### config.mk
export PLATFORM = sky130hd
export DESIGN_NAME = dual_bank_regfile
export DESIGN_NICKNAME = d
export VERILOG_FILES = /design/src/hdl/regfile_pkg.sv /design/src/hdl/reg_bank.sv /design/src/hdl/dual_bank_regfile.sv
export SDC_FILE = /design/constraint.sdc
export NUM_CORES = 1
export LEC_CHECK = 0
export BUFFER_PORTS_ARGS = -buffer_cell sky130_fd_sc_hd__clkbuf_2
export CAP_MARGIN = 25
export CORE_MARGIN = 2
export CORE_UTILIZATION = 50
export CTS_CLUSTER_SIZE = 10
export DETAILED_ROUTE_END_ITERATION = 8
export PLACE_DENSITY = 0.72
export SLEW_MARGIN = 5
export SYNTH_ARGS = -nofsm -noshare
export SYNTH_HDL_FRONTEND = slang
export SYNTH_SLANG_ARGS = --single-unit
### constraint.sdc
create_clock -name ref_clk_i -period 2.45 [get_ports ref_clk_i]
set_clock_uncertainty 0.1 [all_clocks]
set_input_delay 0.1225 -clock ref_clk_i [delete_from_list [all_inputs] [get_ports ref_clk_i]]
set_output_delay 0.1225 -clock ref_clk_i [all_outputs]
set_load 0.005 [all_outputs]
### src/hdl/regfile_pkg.sv
// Contract
// - Two identical banks of byte registers exist: main and alternate.
// - Each bank holds accumulator, flags and six general bytes, each addressable.
// - Contents move between banks only through the exchange commands.
// - The accumulator supplies an operand and takes the written-back result.
// - Pair one reads and writes as two bytes or one 16-bit word.
// - Pair two reads and writes as two bytes or one 16-bit word.
// - Pair three reads and writes as two bytes or one 16-bit word.
// - In a word, the first-named byte is bits 15:8, second bits 7:0. For PAIR_AF the code puts flags in bits 15:8 and the accumulator in 7:0.
package regfile_pkg;

  // ****************************************************************
  // Byte register indices within one bank.
  // ****************************************************************
  localparam logic [2:0] IDX_PAIR1_HI = 3'h0;
  localparam logic [2:0] IDX_PAIR1_LO = 3'h1;
  localparam logic [2:0] IDX_PAIR2_HI = 3'h2;
  localparam logic [2:0] IDX_PAIR2_LO = 3'h3;
  localparam logic [2:0] IDX_PAIR3_UP = 3'h4;
  localparam logic [2:0] IDX_PAIR3_DN = 3'h5;
  localparam logic [2:0] IDX_FLAGS = 3'h6;
  localparam logic [2:0] IDX_ACC = 3'h7;

  // ****************************************************************
  // Word pair indices.
  // ****************************************************************
  localparam logic [1:0] PAIR_1 = 2'h0;
  localparam logic [1:0] PAIR_2 = 2'h1;
  localparam logic [1:0] PAIR_3 = 2'h2;
  localparam logic [1:0] PAIR_AF = 2'h3;

  localparam logic [7:0] BYTE_RESET = 8'h00;
  localparam logic BANK_MAIN = 1'b0;

  // ****************************************************************
  // Exchange commands.
  // ****************************************************************
  typedef enum logic [1:0] {
    XCH_NONE = 2'b00,
    XCH_ACCFLAGS = 2'b01,
    XCH_PAIRS = 2'b10
  } xch_e;

endpackage

### src/hdl/reg_bank.sv
module reg_bank
  import regfile_pkg::*;
(
  input wire logic ref_clk_i,
  input wire logic sys_rst_i,
  input wire logic [7:0] wr_en_i,
  input wire logic [63:0] wr_data_i,
  output logic [63:0] rd_data_o
);

  // ****************************************************************
  // Eight byte registers, each with its own write enable.
  // ****************************************************************
  logic [7:0] bytes [8];

  for (genvar g = 0; g < 8; g++) begin : g_byte
    always_ff @(posedge ref_clk_i) begin
      if (sys_rst_i) begin
        bytes[g] <= BYTE_RESET;
      end else if (wr_en_i[g]) begin
        bytes[g] <= wr_data_i[8*g +: 8];
      end
    end
    assign rd_data_o[8*g +: 8] = bytes[g];
  end

endmodule // reg_bank

### src/hdl/dual_bank_regfile.sv
module dual_bank_regfile
  import regfile_pkg::*;
(
  input wire logic ref_clk_i,
  input wire logic sys_rst_i,
  input wire logic [2:0] rd_a_sel_i,
  output logic [7:0] rd_a_data_o,
  input wire logic [2:0] rd_b_sel_i,
  output logic [7:0] rd_b_data_o,
  input wire logic [1:0] rd_pair_sel_i,
  output logic [15:0] rd_pair_data_o,
  output logic [7:0] acc_o,
  output logic [7:0] flags_o,
  input wire logic wr_byte_en_i,
  input wire logic [2:0] wr_byte_sel_i,
  input wire logic [7:0] wr_byte_data_i,
  input wire logic wr_pair_en_i,
  input wire logic [1:0] wr_pair_sel_i,
  input wire logic [15:0] wr_pair_data_i,
  input wire logic acc_wr_en_i,
  input wire logic [7:0] acc_result_i,
  input wire logic flags_wr_en_i,
  input wire logic [7:0] flags_result_i,
  input wire logic [1:0] xch_i,
  output logic acc_bank_o,
  output logic pair_bank_o
);

  // ****************************************************************
  // Bank-select state: one bit for accumulator and flags, one for pairs.
  // ****************************************************************
  logic acc_bank;
  logic pair_bank;
  xch_e xch_cmd;
  assign xch_cmd = xch_e'(xch_i);

  always_ff @(posedge ref_clk_i) begin
    if (sys_rst_i) begin
      acc_bank <= BANK_MAIN;
      pair_bank <= BANK_MAIN;
    end else begin
      // Only the exchange commands flip a bank; loads never do.
      if (xch_cmd == XCH_ACCFLAGS) begin
        acc_bank <= ~acc_bank;
      end
      if (xch_cmd == XCH_PAIRS) begin
        pair_bank <= ~pair_bank;
      end
    end
  end

  assign acc_bank_o = acc_bank;
  assign pair_bank_o = pair_bank;

  // ****************************************************************
  // Per-byte write enables and data in the logical view.
  // Priority: accumulator/flag results, then pair write, then byte write,
  // so an operation result is never lost to a word write of the same byte.
  // ****************************************************************
  logic [7:0] byte_hit;
  logic [7:0] pair_hit;
  logic [7:0] log_we;
  logic [63:0] log_wd;
  logic [2:0] pw_hi;

  assign pw_hi = {wr_pair_sel_i, 1'b0};
  assign byte_hit = wr_byte_en_i ? (8'h01 << wr_byte_sel_i) : 8'h00;
  assign pair_hit = wr_pair_en_i ? (8'h03 << pw_hi) : 8'h00;

  always_comb begin
    log_we = byte_hit | pair_hit;
    log_wd = {8{wr_byte_data_i}};
    if (wr_pair_en_i) begin
      // Lower-indexed byte is the high byte of the word; for PAIR_AF that is the flags byte.
      log_wd[8*pw_hi +: 8] = wr_pair_data_i[15:8];
      log_wd[8*(pw_hi + 3'h1) +: 8] = wr_pair_data_i[7:0];
    end
    if (acc_wr_en_i) begin
      log_we[IDX_ACC] = 1'b1;
      log_wd[8*IDX_ACC +: 8] = acc_result_i;
    end
    if (flags_wr_en_i) begin
      log_we[IDX_FLAGS] = 1'b1;
      log_wd[8*IDX_FLAGS +: 8] = flags_result_i;
    end
  end

  // ****************************************************************
  // Two physical banks; bank select routes enables.
  // ****************************************************************
  logic [7:0] sel_alt;
  logic [7:0] we_main;
  logic [7:0] we_alt;
  logic [63:0] q_main;
  logic [63:0] q_alt;
  logic [63:0] q_view;

  assign sel_alt = {{2{acc_bank}}, {6{pair_bank}}};
  assign we_main = log_we & ~sel_alt;
  assign we_alt = log_we & sel_alt;

  reg_bank u_main (
    .ref_clk_i(ref_clk_i),
    .sys_rst_i(sys_rst_i),
    .wr_en_i(we_main),
    .wr_data_i(log_wd),
    .rd_data_o(q_main)
  );

  reg_bank u_alt (
    .ref_clk_i(ref_clk_i),
    .sys_rst_i(sys_rst_i),
    .wr_en_i(we_alt),
    .wr_data_i(log_wd),
    .rd_data_o(q_alt)
  );

  for (genvar g = 0; g < 8; g++) begin : g_view
    assign q_view[8*g +: 8] = sel_alt[g] ? q_alt[8*g +: 8] :
                                           q_main[8*g +: 8];
  end

  // ****************************************************************
  // Read ports.
  // ****************************************************************
  logic [2:0] pr_hi;
  assign pr_hi = {rd_pair_sel_i, 1'b0};
  assign rd_a_data_o = q_view[8*rd_a_sel_i +: 8];
  assign rd_b_data_o = q_view[8*rd_b_sel_i +: 8];
  assign rd_pair_data_o = {q_view[8*pr_hi +: 8],
                           q_view[8*(pr_hi + 3'h1) +: 8]};
  assign acc_o = q_view[8*IDX_ACC +: 8];
  assign flags_o = q_view[8*IDX_FLAGS +: 8];

  // ****************************************************************
  // Assertions.
  // ****************************************************************
  property p_acc_result;
    @(posedge ref_clk_i) disable iff (sys_rst_i)
      acc_wr_en_i && xch_cmd != XCH_ACCFLAGS |=> acc_o == $past(acc_result_i);
  endproperty
  a_acc_result: assert property (p_acc_result)
    else $error("accumulator did not take the result");

  property p_pair_word;
    @(posedge ref_clk_i) disable iff (sys_rst_i)
      wr_pair_en_i && !acc_wr_en_i && !flags_wr_en_i && xch_i == 2'b00 &&
      rd_pair_sel_i == wr_pair_sel_i
      |=> rd_pair_data_o == $past(wr_pair_data_i);
  endproperty
  a_pair_word: assert property (p_pair_word)
    else $error("pair word did not read back");

  property p_pair_bytes;
    @(posedge ref_clk_i) disable iff (sys_rst_i)
      rd_a_sel_i == {rd_pair_sel_i, 1'b0} &&
      rd_b_sel_i == {rd_pair_sel_i, 1'b1}
      |-> rd_pair_data_o == {rd_a_data_o, rd_b_data_o};
  endproperty
  a_pair_bytes: assert property (p_pair_bytes)
    else $error("pair byte order wrong");

  property p_xch_one_cycle;
    @(posedge ref_clk_i) disable iff (sys_rst_i)
      xch_cmd == XCH_PAIRS |=> pair_bank != $past(pair_bank) &&
                               acc_bank == $past(acc_bank);
  endproperty
  a_xch_one_cycle: assert property (p_xch_one_cycle)
    else $error("pair exchange failed");

  property p_xch_acc;
    @(posedge ref_clk_i) disable iff (sys_rst_i)
      xch_cmd == XCH_ACCFLAGS |=> acc_bank != $past(acc_bank) &&
                                  pair_bank == $past(pair_bank);
  endproperty
  a_xch_acc: assert property (p_xch_acc)
    else $error("accumulator exchange failed");

  property p_no_xch_stable;
    @(posedge ref_clk_i) disable iff (sys_rst_i)
      xch_cmd == XCH_NONE |=> $stable(acc_bank) && $stable(pair_bank);
  endproperty
  a_no_xch_stable: assert property (p_no_xch_stable)
    else $error("bank changed without exchange");

  property p_xch_ignored;
    @(posedge ref_clk_i) disable iff (sys_rst_i)
      xch_i == 2'h3 |=> $stable(acc_bank) && $stable(pair_bank);
  endproperty
  a_xch_ignored: assert property (p_xch_ignored)
    else $error("reserved exchange code changed a bank");

  property p_flags_result;
    @(posedge ref_clk_i) disable iff (sys_rst_i)
      flags_wr_en_i && xch_cmd != XCH_ACCFLAGS
      |=> flags_o == $past(flags_result_i);
  endproperty
  a_flags_result: assert property (p_flags_result)
    else $error("flag register did not take the result");

  property p_alt_untouched;
    @(posedge ref_clk_i) disable iff (sys_rst_i)
      pair_bank == BANK_MAIN && xch_cmd == XCH_NONE
      |=> q_alt[47:0] == $past(q_alt[47:0]);
  endproperty
  a_alt_untouched: assert property (p_alt_untouched)
    else $error("alternate pairs written while main selected");

  property p_byte_write;
    @(posedge ref_clk_i) disable iff (sys_rst_i)
      wr_byte_en_i && !wr_pair_en_i && wr_byte_sel_i < IDX_FLAGS &&
      xch_i == 2'b00 && rd_a_sel_i == wr_byte_sel_i
      ##1 rd_a_sel_i == $past(rd_a_sel_i)
      |-> rd_a_data_o == $past(wr_byte_data_i);
  endproperty
  a_byte_write: assert property (p_byte_write)
    else $error("byte write did not read back");

  c_xch_pairs: cover property (@(posedge ref_clk_i) disable iff (sys_rst_i)
    xch_cmd == XCH_PAIRS ##1 wr_pair_en_i);
  c_xch_acc: cover property (@(posedge ref_clk_i) disable iff (sys_rst_i)
    xch_cmd == XCH_ACCFLAGS ##1 acc_wr_en_i);
  c_pair3: cover property (@(posedge ref_clk_i) disable iff (sys_rst_i)
    wr_pair_en_i && wr_pair_sel_i == PAIR_3);
  c_prio_acc: cover property (@(posedge ref_clk_i) disable iff (sys_rst_i)
    acc_wr_en_i && wr_pair_en_i && wr_pair_sel_i == PAIR_AF);

endmodule // dual_bank_regfile

==> results of run 1 <==
## power groups by stage
stage	clock network (mW)	logic (mW)	registers, mW
3_5_place_dp	0	1.34	2.74
6_report	2.55	1.49	2.71
4_1_cts	2.53	1.40	2.70
2_1_floorplan	0	0.856	2.69
5_1_grt	2.62	1.57	2.72
3_3_place_gp	0	1.31	2.73
## worst max-delay path: cells and delay by family, from the launching register on
kind | cells | cell delay [ps]
compound gates | 1 | 530
mux | 2 | 430
buf+inv | 2 | 390
flops | 1 | 430
## worst paths after layout
kind         slack [ps]  cells past startpoint             endpoint
max                  10                      5       rd_b_data_o[0]
max reg2reg         170                      6   u_alt.bytes[0][17]
min reg2reg         510                      2           acc_bank_o
min                  50                      3  u_main.bytes[1][11]
## flip-flops by register name (all words and copies together) (netlist names)
name / count
pair_bank_o: 1
u_main.bytes: 64
u_alt.bytes: 64
acc_bank_o: 1
## cells in the mapped netlist (2+ instances only)
library cell	number	share of area [%]
sky130_fd_sc_hd__edfxtp_1	128	45
sky130_fd_sc_hd__nor2_1	117	5.1
sky130_fd_sc_hd__mux2_2	64	8.4
sky130_fd_sc_hd__mux4_2	64	17
sky130_fd_sc_hd__nor3_1	33	1.9
sky130_fd_sc_hd__clkbuf_1	28	1.2
sky130_fd_sc_hd__a22oi_1	25	2.2
sky130_fd_sc_hd__a32oi_1	24	2.4
sky130_fd_sc_hd__nor2b_1	23	1.7
sky130_fd_sc_hd__a211oi_1	22	1.9
sky130_fd_sc_hd__buf_2	16	0.93
sky130_fd_sc_hd__o22ai_1	15	1.1
sky130_fd_sc_hd__mux2i_1	14	1.6
sky130_fd_sc_hd__o21ai_1	12	0.70
sky130_fd_sc_hd__nand2b_1	10	0.73
sky130_fd_sc_hd__a21boi_0	8	0.70
sky130_fd_sc_hd__a311oi_1	8	0.81
sky130_fd_sc_hd__inv_1	7	0.31
sky130_fd_sc_hd__a21o_1	6	0.52
sky130_fd_sc_hd__buf_1	6	0.26
sky130_fd_sc_hd__o21ai_0	6	0.35
sky130_fd_sc_hd__and4b_1	5	0.58
sky130_fd_sc_hd__ha_1	5	0.73
sky130_fd_sc_hd__nand2_1	5	0.22
sky130_fd_sc_hd__and2_1	4	0.29
sky130_fd_sc_hd__nor4bb_1	4	0.46
sky130_fd_sc_hd__o21bai_1	4	0.35
sky130_fd_sc_hd__o31ai_1	4	0.35
sky130_fd_sc_hd__buf_4	3	0.26
sky130_fd_sc_hd__buf_6	3	0.39
sky130_fd_sc_hd__or2_2	3	0.22
sky130_fd_sc_hd__and3_1	2	0.15
sky130_fd_sc_hd__and3b_1	2	0.20
sky130_fd_sc_hd__and4_1	2	0.20
sky130_fd_sc_hd__dfxtp_1	2	0.46
sky130_fd_sc_hd__or3_1	2	0.15
sky130_fd_sc_hd__xnor2_1	2	0.20
## layout make-up
cell class                 instances  area, µm²  area share, %
clock buffer                      17        425           4.08
clock inverter                    15        160           1.54
multi-input combinational        502       4460           42.8
tap                              220        275           2.64
timing repair buffer             167       1180           11.4
inverter                           7       26.3          0.252
sequential                       130       3890           37.3
## routing by layer
metal  wire, µm  share of wire, %  track usage [%]
met1      10500                35             41.4
met2      14200                47             51.3
met3       3830                13             8.83
met4       1820               6.0             19.4
met5          0                 0                0
## what timing repair did
item / in CTS / in global routing
cloned: 1 / 4
hold buffers: 15 / 0
hold endpoints to repair: 19 / 0
resized for setup: 6 / 7
pin swaps: 0 / 1
buffers inserted: 1 / 8
endpoints found under the setup margin: 15 / 26
## logic make-up after synthesis
family	after synthesis	synth area share, %
simple gates	215	12.1
mux	142	26.7
compound gates	138	11.8
flops	130	45.1
buf+inv	63	3.37
fa+ha+maj	5	0.726
xor+xnor	2	0.203
## stage by stage
stage	utilization, %	power [mW]
3_5_place_dp	56.4	4.08
6_report	62.4	6.75
5_1_grt	62.4	6.91
3_3_place_gp	56.4	4.04
2_1_floorplan	-	3.54
4_1_cts	61.2	6.63
==> metrics.log, run 1 <==
[metrics] CP Data Required Time: ~2200 ps
[metrics] fin cells: approximately 1100
[metrics] die extent in x: roughly 140 µm
[metrics] post-detailed-route DRC marker count: 0
[metrics] num rows: 47
[metrics] pre-CTS setup slack: between 200 and 300 ps
[metrics] I/O Buffers: between 100 and 150
[metrics] share of total power in combinational logic: between 20% and 30%
[metrics] Routed WL: roughly 30 mm
[metrics] leading cell types in the layout, fill and taps excluded: sky130_fd_sc_hd__edfxtp_1, sky130_fd_sc_hd__nor2_1, sky130_fd_sc_hd__clkbuf_2
[metrics] count of inserted antenna diode cells: 0
[metrics] setup violators final: 0
[metrics] cell at the root of the clock tree: sky130_fd_sc_hd__clkbuf_16
[metrics] post-DR vias/cell: ~7
[metrics] first-iteration detailed-routing DRC count: roughly 1100
[metrics] outcome: finished, final reports clean
[metrics] maximum number of pins on one net before global-route repair: 31
[metrics] placer congestion estimate: 1.02
[metrics] routed length per placed instance: 28.7 µm
[metrics] VDD IR-drop max: 0.453 mV
[metrics] Inserted Clock Buffers: 17
[metrics] final setup slack of the worst path: between 10 and 15 ps
[metrics] starting density of the core: about half
[metrics] number of enable-type register cells in the synthesized netlist: 128
[metrics] dpl cell area: 0.00942 mm²
[metrics] Synth Flop Type: sky130_fd_sc_hd__edfxtp_1
[metrics] clock transition time at the flip-flop clock pins of the worst setup and hold paths: about 60 ps
[metrics] relative max-transition margin: about 46%
[metrics] slowest stage delay, CP: 530 ps
[metrics] Worst EP arrival: 2220 ps
[metrics] GRT Util Overall: 32.9%
[metrics] post-synthesis instance total: between 600 and 700
[metrics] max-slew violation total from the final report: 0
[metrics] number of warning messages in the yosys log: 0
[metrics] number of H-tree levels: 4
[metrics] final-report hold violation count: 0
[metrics] standard cell with the maximum stage delay on the critical path: sky130_fd_sc_hd__a211oi_1
[metrics] Avg Cell Area, Syn: roughly 12 µm²
[metrics] number of antenna violations at the first check in global routing: 0
[metrics] source-to-sink clock delay at the later pin of the worst-skew pair: ~430 ps
[metrics] part of the total power dissipated in the clock network: approximately 38%
[metrics] number of nets with antenna violations after routing: 0
[metrics] launch point of the critical path: acc_bank_o
[metrics] RSZ-0062 raised after global routing: true
[metrics] Hold Crit Class: in2reg
[metrics] Tcrit/Tclk final: around 100%
[metrics] final period demand of the worst path: 2440 ps
[metrics] element type at the critical path end: output port
[metrics] area overhead of the layout relative to synthesis: 21.0%
[metrics] total number of clock tree sinks: between 100 and 150
[metrics] Max-cap violations: 0
[metrics] slew at the pin closest to its max-slew limit: 800 ps
[metrics] HPWL reported at the end of detailed placement: ~22 mm
[metrics] total gr overflow: 0
[metrics] syn nets: roughly 760
[metrics] count of different cell masters after synthesis: 44
[metrics] routed vias: 7525
[metrics] setup total negative slack: 0 ps
[metrics] total iterations of the first detailed-routing run: 8
[metrics] launch point of the worst reg-to-reg path: pair_bank_o
[metrics] switching power as a share of total power: ~29%
[metrics] switching pwr: a little under 2 mW
[metrics] Core Region: 0.0167 mm²
[metrics] async set-or-reset flop fraction in the synthesized netlist: 0%
[metrics] global-route wire length before repair: ~43 mm
[metrics] type of the worst setup path: reg2out
[metrics] worst hold start: wr_pair_data_i[3]
[metrics] fraction of layout instances using a drive strength above 1: 37.6%
[metrics] synthesized area: about 0.0086 mm²
[metrics] die extent in y: around 140 µm
[metrics] startpoint kind of the worst setup timing path: flip-flop
[metrics] crit path cell chain: buf_12, mux2_2, mux2i_1, a211oi_1, clkbuf_2
[metrics] top achievable clock speed: slightly above 0.4 GHz
[metrics] CTS max path bufs: 2
[metrics] clock tree from TritonCTS: yes
[metrics] most common cell after layout, fill and taps aside: sky130_fd_sc_hd__edfxtp_1
[metrics] number of synthesized register bits: between 100 and 150
[metrics] P_int: ~4.8 mW
[metrics] power density of the placed cells: 648 mW/mm²
[metrics] number of fill cells in the layout: between 1000 and 1500
[metrics] Nets: just under 900
[metrics] I/O pin total: ~110
[metrics] placed instance count: about 1000
[metrics] largest fanout on the critical path: 12
[metrics] portion of total power attributed to sequential cells: between 40% and 50%
[metrics] final design area excluding fillers: 0.0104 mm²
[metrics] proportion of synthesized chip area in sequential cells: between 40% and 50%
[metrics] worst-case hold slack: between 40 and 50 ps
[metrics] Leak: roughly 4.0 nW
[metrics] vias in the first global route: ~7200
[metrics] Die Outline Area: between 0.015 and 0.02 mm²
No activity file was read; power rests on OpenSTA's default activity.
==> run 2: changes to the inputs <==
--- a/config.mk
+++ b/config.mk
@@ -5,8 +5,8 @@
 export SDC_FILE = /design/constraint.sdc
 export NUM_CORES = 1
 export LEC_CHECK = 0
-export BUFFER_PORTS_ARGS = -buffer_cell sky130_fd_sc_hd__clkbuf_2
-export CAP_MARGIN = 25
+export BUFFER_PORTS_ARGS = -buffer_cell sky130_fd_sc_hd__buf_4
+export CAP_MARGIN = 0
 export CORE_MARGIN = 2
 export CORE_UTILIZATION = 50
 export CTS_CLUSTER_SIZE = 10
==> metrics.log, run 2 (same netlist as run 1, synthesis figures left out) <==
[metrics] number of nets with antenna violations after routing: 0 (unchanged)
[metrics] number of fill cells in the layout: 1281 (was 1303)
[metrics] Inserted Clock Buffers: 17 (unchanged)
[metrics] num rows: 47 (unchanged)
[metrics] I/O Buffers: 110 (unchanged)
[metrics] slew at the pin closest to its max-slew limit: 794 ps (was 800 ps)
[metrics] routed vias: 7293 (was 7525)
[metrics] fraction of the core area covered by cells at the end of the flow: 63.5% (was 62.4%)
[metrics] setup violators final: 0 (unchanged)
[metrics] RSZ-0062 raised after global routing: true (unchanged)
[metrics] post-DR vias/cell: 6.87 (was 7.11)
[metrics] routed length per placed instance: 27.5 µm (was 28.7 µm)
[metrics] number of cells upsized or downsized after cts: 0 (was 6)
[metrics] total number of clock tree sinks: 130 (unchanged)
[metrics] GRT Util Overall: 32.7% (was 32.9%)
[metrics] element type at the critical path end: output port (unchanged)
[metrics] HPWL reported at the end of detailed placement: 21.5 mm (was 21.7 mm)
[metrics] starting density of the core: 51.6% (unchanged)
[metrics] final-report hold violation count: 0 (unchanged)
[metrics] worst hold start: flags_result_i[6] (was wr_pair_data_i[3])
[metrics] maximum number of pins on one net before global-route repair: 31 (unchanged)
[metrics] post-route total power: 6.80 mW (was 6.75 mW)
[metrics] Tcrit/Tclk final: 98.7% (was 99.6%)
[metrics] fraction of layout instances using a drive strength above 1: 36.2% (was 37.6%)
[metrics] top achievable clock speed: 0.413 GHz (was 0.410 GHz)
[metrics] VDD IR-drop max: 0.505 mV (was 0.453 mV)
[metrics] CTS max path bufs: 2 (unchanged)
[metrics] registers with the highest flip-flop counts: u_alt.bytes: 64 flops, u_main.bytes: 64 flops (unchanged)
[metrics] Routed WL: 29.2 mm (was 30.4 mm)
[metrics] number of antenna violations at the first check in global routing: 0 (unchanged)
[metrics] clock tree from TritonCTS: yes (unchanged)
[metrics] count of inserted antenna diode cells: 0 (unchanged)
[metrics] largest fanout on the critical path: 27 (was 12)
[metrics] critical register-to-register path endpoint: u_main.bytes[0][8] (was u_alt.bytes[0][17])
[metrics] area overhead of the layout relative to synthesis: 23.2% (was 21.0%)
[metrics] CP Data Required Time: 2230 ps (about the same)
[metrics] Nets: 895 (was 891)
[metrics] Worst EP arrival: 2200 ps (was 2220 ps)
[metrics] first-iteration detailed-routing DRC count: 1064 (was 1125)
[metrics] launch point of the worst reg-to-reg path: pair_bank_o (unchanged)
[metrics] cell at the root of the clock tree: sky130_fd_sc_hd__clkbuf_16 (unchanged)
[metrics] I/O pin total: 111 (unchanged)
[metrics] post-detailed-route DRC marker count: 0 (unchanged)
[metrics] placer congestion estimate: 0.969 (was 1.02)
[metrics] total gr overflow: 0 (unchanged)
[metrics] Die Outline Area: 0.0183 mm² (unchanged)
[metrics] die extent in x: 135 µm (unchanged)
[metrics] source-to-sink clock delay at the later pin of the worst-skew pair: 430 ps (about the same)
[metrics] most common cell after layout, fill and taps aside: sky130_fd_sc_hd__buf_4 (was sky130_fd_sc_hd__edfxtp_1)
[metrics] Leak: 3.99 nW (was 3.96 nW)
[metrics] Core Region: 0.0167 mm² (unchanged)
[metrics] worst reg-to-reg setup slack: 610 ps (was 170 ps)
[metrics] startpoint kind of the worst setup timing path: flip-flop (unchanged)
[metrics] total iterations of the first detailed-routing run: 5 (was 8)
[metrics] Hold Path Sink: u_main.bytes[1][22] (was u_main.bytes[1][11])
[metrics] final setup slack of the worst path: 31.5 ps (was 10.2 ps)
[metrics] relative max-transition margin: 46.9% (was 46.3%)
[metrics] vias in the first global route: 7137 (was 7218)
[metrics] number of H-tree levels: 4 (unchanged)
[metrics] outcome: finished, final reports clean (unchanged)
[metrics] pre-CTS setup slack: 380 ps (was 295 ps)
[metrics] Hold Crit Class: in2reg (unchanged)
[metrics] depth of the worst register-to-register path: 4 (was 6)
[metrics] power density of the placed cells: 641 mW/mm² (was 648 mW/mm²)
[metrics] type of the worst setup path: reg2out (unchanged)
[metrics] global-route wire length before repair: 42.9 mm (was 43.3 mm)
[metrics] Cells on Worst Hold Path: 3 (unchanged)
[metrics] die extent in y: 135 µm (unchanged)
[metrics] final period demand of the worst path: 2420 ps (was 2440 ps)
[metrics] leading cell types in the layout, fill and taps excluded: sky130_fd_sc_hd__buf_4, sky130_fd_sc_hd__edfxtp_1, sky130_fd_sc_hd__nor2_1 (was sky130_fd_sc_hd__edfxtp_1, sky130_fd_sc_hd__nor2_1, sky130_fd_sc_hd__clkbuf_2)
[metrics] clock transition time at the flip-flop clock pins of the worst setup and hold paths: 60 ps (about the same)
[metrics] max-slew violation total from the final report: 0 (unchanged)
[metrics] Max-cap violations: 0 (unchanged)
run 2: stage by stage:
stage	cell area, µm²	hold WS, ps	TNS, ps	std cells
global route	10600	33.3	-94.1	1062
floorplan	8610	252	0	695
CTS	10600	5.54	0	1062
global placement	9710	353	0	1000
detailed placement	9710	360	0	1000
finish	10600	10.9	0	1062
run 2: worst max-delay path by stage:
stage,startpoint,to,slack (ps),cells after the start
after floorplan,pair_bank_o,u_alt.bytes[0][24],630,5
after global placement,pair_bank_o,rd_pair_data_o[1],400,5
after detailed placement,pair_bank_o,rd_pair_data_o[14],380,5
after CTS,pair_bank_o,rd_pair_data_o[14],30,5
after global routing,pair_bank_o,rd_pair_data_o[15],-20,5
final,pair_bank_o,rd_pair_data_o[14],30,5
run 2: critical path, cell delays in order (launching register included):
cell,delay (ps)
sky130_fd_sc_hd__dfxtp_4,470
sky130_fd_sc_hd__buf_12,250
sky130_fd_sc_hd__mux2_2,350
sky130_fd_sc_hd__mux2_2,270
sky130_fd_sc_hd__mux2_2,270
sky130_fd_sc_hd__buf_4,130
run 2: power by group:
group	switching, mW	internal, mW	total, mW
logic	0.761	0.742	1.50
clock network	1.06	1.53	2.59
registers	0.104	2.60	2.70
total	1.93	4.87	6.80
run 2: per-layer routing:
metal,global-route usage [%],share of wire (%),up-vias
li1,-,-,3063
met1,41.6,37,3555
met2,52.8,47,561
met3,7.63,11,114
met4,16.7,5.0,0
met5,0,0,-
run 2: final cells by class:
class | instances | area, µm² | area share, %
inverters | 7 | 26.3 | 0.248
repair buffers | 171 | 1390 | 13.1
well taps | 220 | 275 | 2.59
clock buffers | 17 | 425 | 4.01
flip-flops and latches | 130 | 3890 | 36.6
multi-input cells | 502 | 4440 | 41.8
clock inverters | 15 | 171 | 1.62
run 2: what timing repair did:
item	CTS	global route
gates cloned	0	0
hold buffers	29	0
setup endpoints to repair	24	6
endpoints found under the hold margin	45	0
setup buffers	1	0
==> run 3: changes to the inputs <==
--- a/config.mk
+++ b/config.mk
@@ -5,7 +5,7 @@
 export SDC_FILE = /design/constraint.sdc
 export NUM_CORES = 1
 export LEC_CHECK = 0
-export BUFFER_PORTS_ARGS = -buffer_cell sky130_fd_sc_hd__buf_4
+export BUFFER_PORTS_ARGS = -buffer_cell sky130_fd_sc_hd__buf_2
 export CAP_MARGIN = 0
 export CORE_MARGIN = 2
 export CORE_UTILIZATION = 50
==> metrics.log, run 3 (same netlist as run 1, synthesis figures left out) <==
[metrics] leading cell types in the layout, fill and taps excluded: sky130_fd_sc_hd__edfxtp_1, sky130_fd_sc_hd__nor2_1, sky130_fd_sc_hd__buf_2 (was sky130_fd_sc_hd__buf_4, sky130_fd_sc_hd__edfxtp_1, sky130_fd_sc_hd__nor2_1)
[metrics] vias in the first global route: 7026 (was 7137)
[metrics] clock transition time at the flip-flop clock pins of the worst setup and hold paths: 60 ps (about the same)
[metrics] total number of clock tree sinks: 130 (unchanged)
[metrics] slew at the pin closest to its max-slew limit: 837 ps (was 794 ps)
[metrics] Routed WL: 29.0 mm (was 29.2 mm)
[metrics] startpoint kind of the worst setup timing path: flip-flop (unchanged)
[metrics] number of H-tree levels: 4 (unchanged)
[metrics] max-slew violation total from the final report: 0 (unchanged)
[metrics] setup violators final: 0 (unchanged)
[metrics] I/O Buffers: 110 (unchanged)
[metrics] HPWL reported at the end of detailed placement: 21.5 mm (about the same)
[metrics] total gr overflow: 0 (unchanged)
[metrics] routed length per placed instance: 27.6 µm (was 27.5 µm)
[metrics] Inserted Clock Buffers: 17 (unchanged)
[metrics] I/O pin total: 111 (unchanged)
[metrics] top achievable clock speed: 0.412 GHz (was 0.413 GHz)
[metrics] power density of the placed cells: 652 mW/mm² (was 641 mW/mm²)
[metrics] outcome: finished, final reports clean (unchanged)
[metrics] post-DR vias/cell: 6.89 (was 6.87)
[metrics] CTS max path bufs: 2 (unchanged)
[metrics] most common cell after layout, fill and taps aside: sky130_fd_sc_hd__edfxtp_1 (was sky130_fd_sc_hd__buf_4)
[metrics] fraction of the core area covered by cells at the end of the flow: 61.7% (was 63.5%)
[metrics] Nets: 885 (was 895)
[metrics] Tcrit/Tclk final: 99.0% (was 98.7%)
[metrics] maximum number of pins on one net before global-route repair: 27 (was 31)
[metrics] die extent in y: 135 µm (unchanged)
[metrics] num rows: 47 (unchanged)
[metrics] routed vias: 7251 (was 7293)
[metrics] VDD IR-drop max: 0.525 mV (was 0.505 mV)
[metrics] largest fanout on the critical path: 13 (was 27)
[metrics] final-report hold violation count: 0 (unchanged)
[metrics] RSZ-0062 raised after global routing: true (unchanged)
[metrics] final design area excluding fillers: 0.0103 mm² (was 0.0106 mm²)
[metrics] setup total negative slack: 0 ps (unchanged)
[metrics] type of the worst setup path: reg2out (unchanged)
[metrics] fraction of layout instances using a drive strength above 1: 36.9% (was 36.2%)
[metrics] registers with the highest flip-flop counts: u_alt.bytes: 64 flops, u_main.bytes: 64 flops (unchanged)
[metrics] count of inserted antenna diode cells: 0 (unchanged)
[metrics] Die Outline Area: 0.0183 mm² (unchanged)
[metrics] global-route wire length before repair: 42.8 mm (was 42.9 mm)
[metrics] number of nets with antenna violations after routing: 0 (unchanged)
[metrics] cell at the root of the clock tree: sky130_fd_sc_hd__clkbuf_16 (unchanged)
[metrics] total iterations of the first detailed-routing run: 6 (was 5)
[metrics] final period demand of the worst path: 2430 ps (was 2420 ps)
[metrics] dpl cell area: 0.00946 mm² (was 0.00971 mm²)
[metrics] Worst EP arrival: 2200 ps (about the same)
[metrics] Core Region: 0.0167 mm² (unchanged)
[metrics] Hold Crit Class: in2reg (unchanged)
[metrics] Max-cap violations: 0 (unchanged)
[metrics] worst-case hold slack: 22.7 ps (was 10.9 ps)
[metrics] post-detailed-route DRC marker count: 0 (unchanged)
[metrics] placer congestion estimate: 1.03 (was 0.969)
[metrics] die extent in x: 135 µm (unchanged)
[metrics] Leak: 3.90 nW (was 3.99 nW)
[metrics] area overhead of the layout relative to synthesis: 19.6% (was 23.2%)
[metrics] CP Data Required Time: 2230 ps (about the same)
[metrics] number of antenna violations at the first check in global routing: 1 (was 0)
[metrics] starting density of the core: 51.6% (unchanged)
[metrics] GRT Util Overall: 32.7% (about the same)
[metrics] first-iteration detailed-routing DRC count: 978 (was 1064)
[metrics] clock tree from TritonCTS: yes (unchanged)
[metrics] element type at the critical path end: output port (unchanged)
[metrics] source-to-sink clock delay at the later pin of the worst-skew pair: 420 ps (was 430 ps)
[metrics] relative max-transition margin: 43.8% (was 46.9%)
run 3: power breakdown:
| part | switching [mW] | leakage [nW] | internal (mW) |
|---|---|---|---|
| Sequential | 0.105 | 1.37 | 2.60 |
| Clock | 0.979 | 0.275 | 1.59 |
| Combinational | 0.763 | 2.26 | 0.674 |
| Total | 1.85 | 3.90 | 4.87 |
run 3: area by class of cell:
| class | instances | area (µm²) |
|---|---|---|
| repair buffers | 161 | 1070 |
| well taps | 220 | 275 |
| fillers | 1323 | 6400 |
| flip-flops and latches | 130 | 3890 |
| clock inverters | 13 | 159 |
| clock buffers | 19 | 433 |
| inverters | 7 | 26.3 |
| multi-input cells | 502 | 4460 |
run 3: final timing paths:
path	cells past startpoint	from	end	slack, ps
worst min register to register	3	pair_bank_o	pair_bank_o	750
worst min-delay path	3	acc_result_i[4]	u_alt.bytes[1][28]	20
worst max-delay path	6	pair_bank_o	rd_b_data_o[0]	20
worst max register to register	5	pair_bank_o	u_alt.bytes[1][14]	330
run 3: critical path, stage by stage, from the launching register on:
cell and delay, ps:
sky130_fd_sc_hd__dfxtp_4 390, sky130_fd_sc_hd__buf_12 170, sky130_fd_sc_hd__buf_4 160, sky130_fd_sc_hd__mux4_2 320, sky130_fd_sc_hd__o22ai_1 70, sky130_fd_sc_hd__a211oi_1 450, sky130_fd_sc_hd__buf_2 210
run 3: stage by stage:
stage | instances | worst slack, ps | total power [mW]
floorplan | 695 | 626 | 3.54
global placement | 999 | 362 | 4.05
detailed placement | 999 | 336 | 4.09
CTS | 1050 | 19.2 | 6.66
global route | 1052 | -0.966 | 6.90
finish | 1052 | 24.1 | 6.72
run 3: timing repair:
action / 4_1_cts / 5_1_grt
gates resized for setup: 2 / 6
cloned: 0 / 2
setup endpoints to repair: 26 / 19
hold endpoints to repair: 21 / 0
pin swaps: 0 / 0
hold buffers: 15 / 0
buffers inserted: 4 / 0
run 3: layer usage:
layer / global-route usage [%] / wire [µm] / up-vias
met5: 0 / 0 / -
met4: 15.0 / 1300 / 0
met3: 6.66 / 3310 / 104
met2: 53.2 / 13800 / 595
met1: 42.7 / 10600 / 3518
li1: - / - / 3034
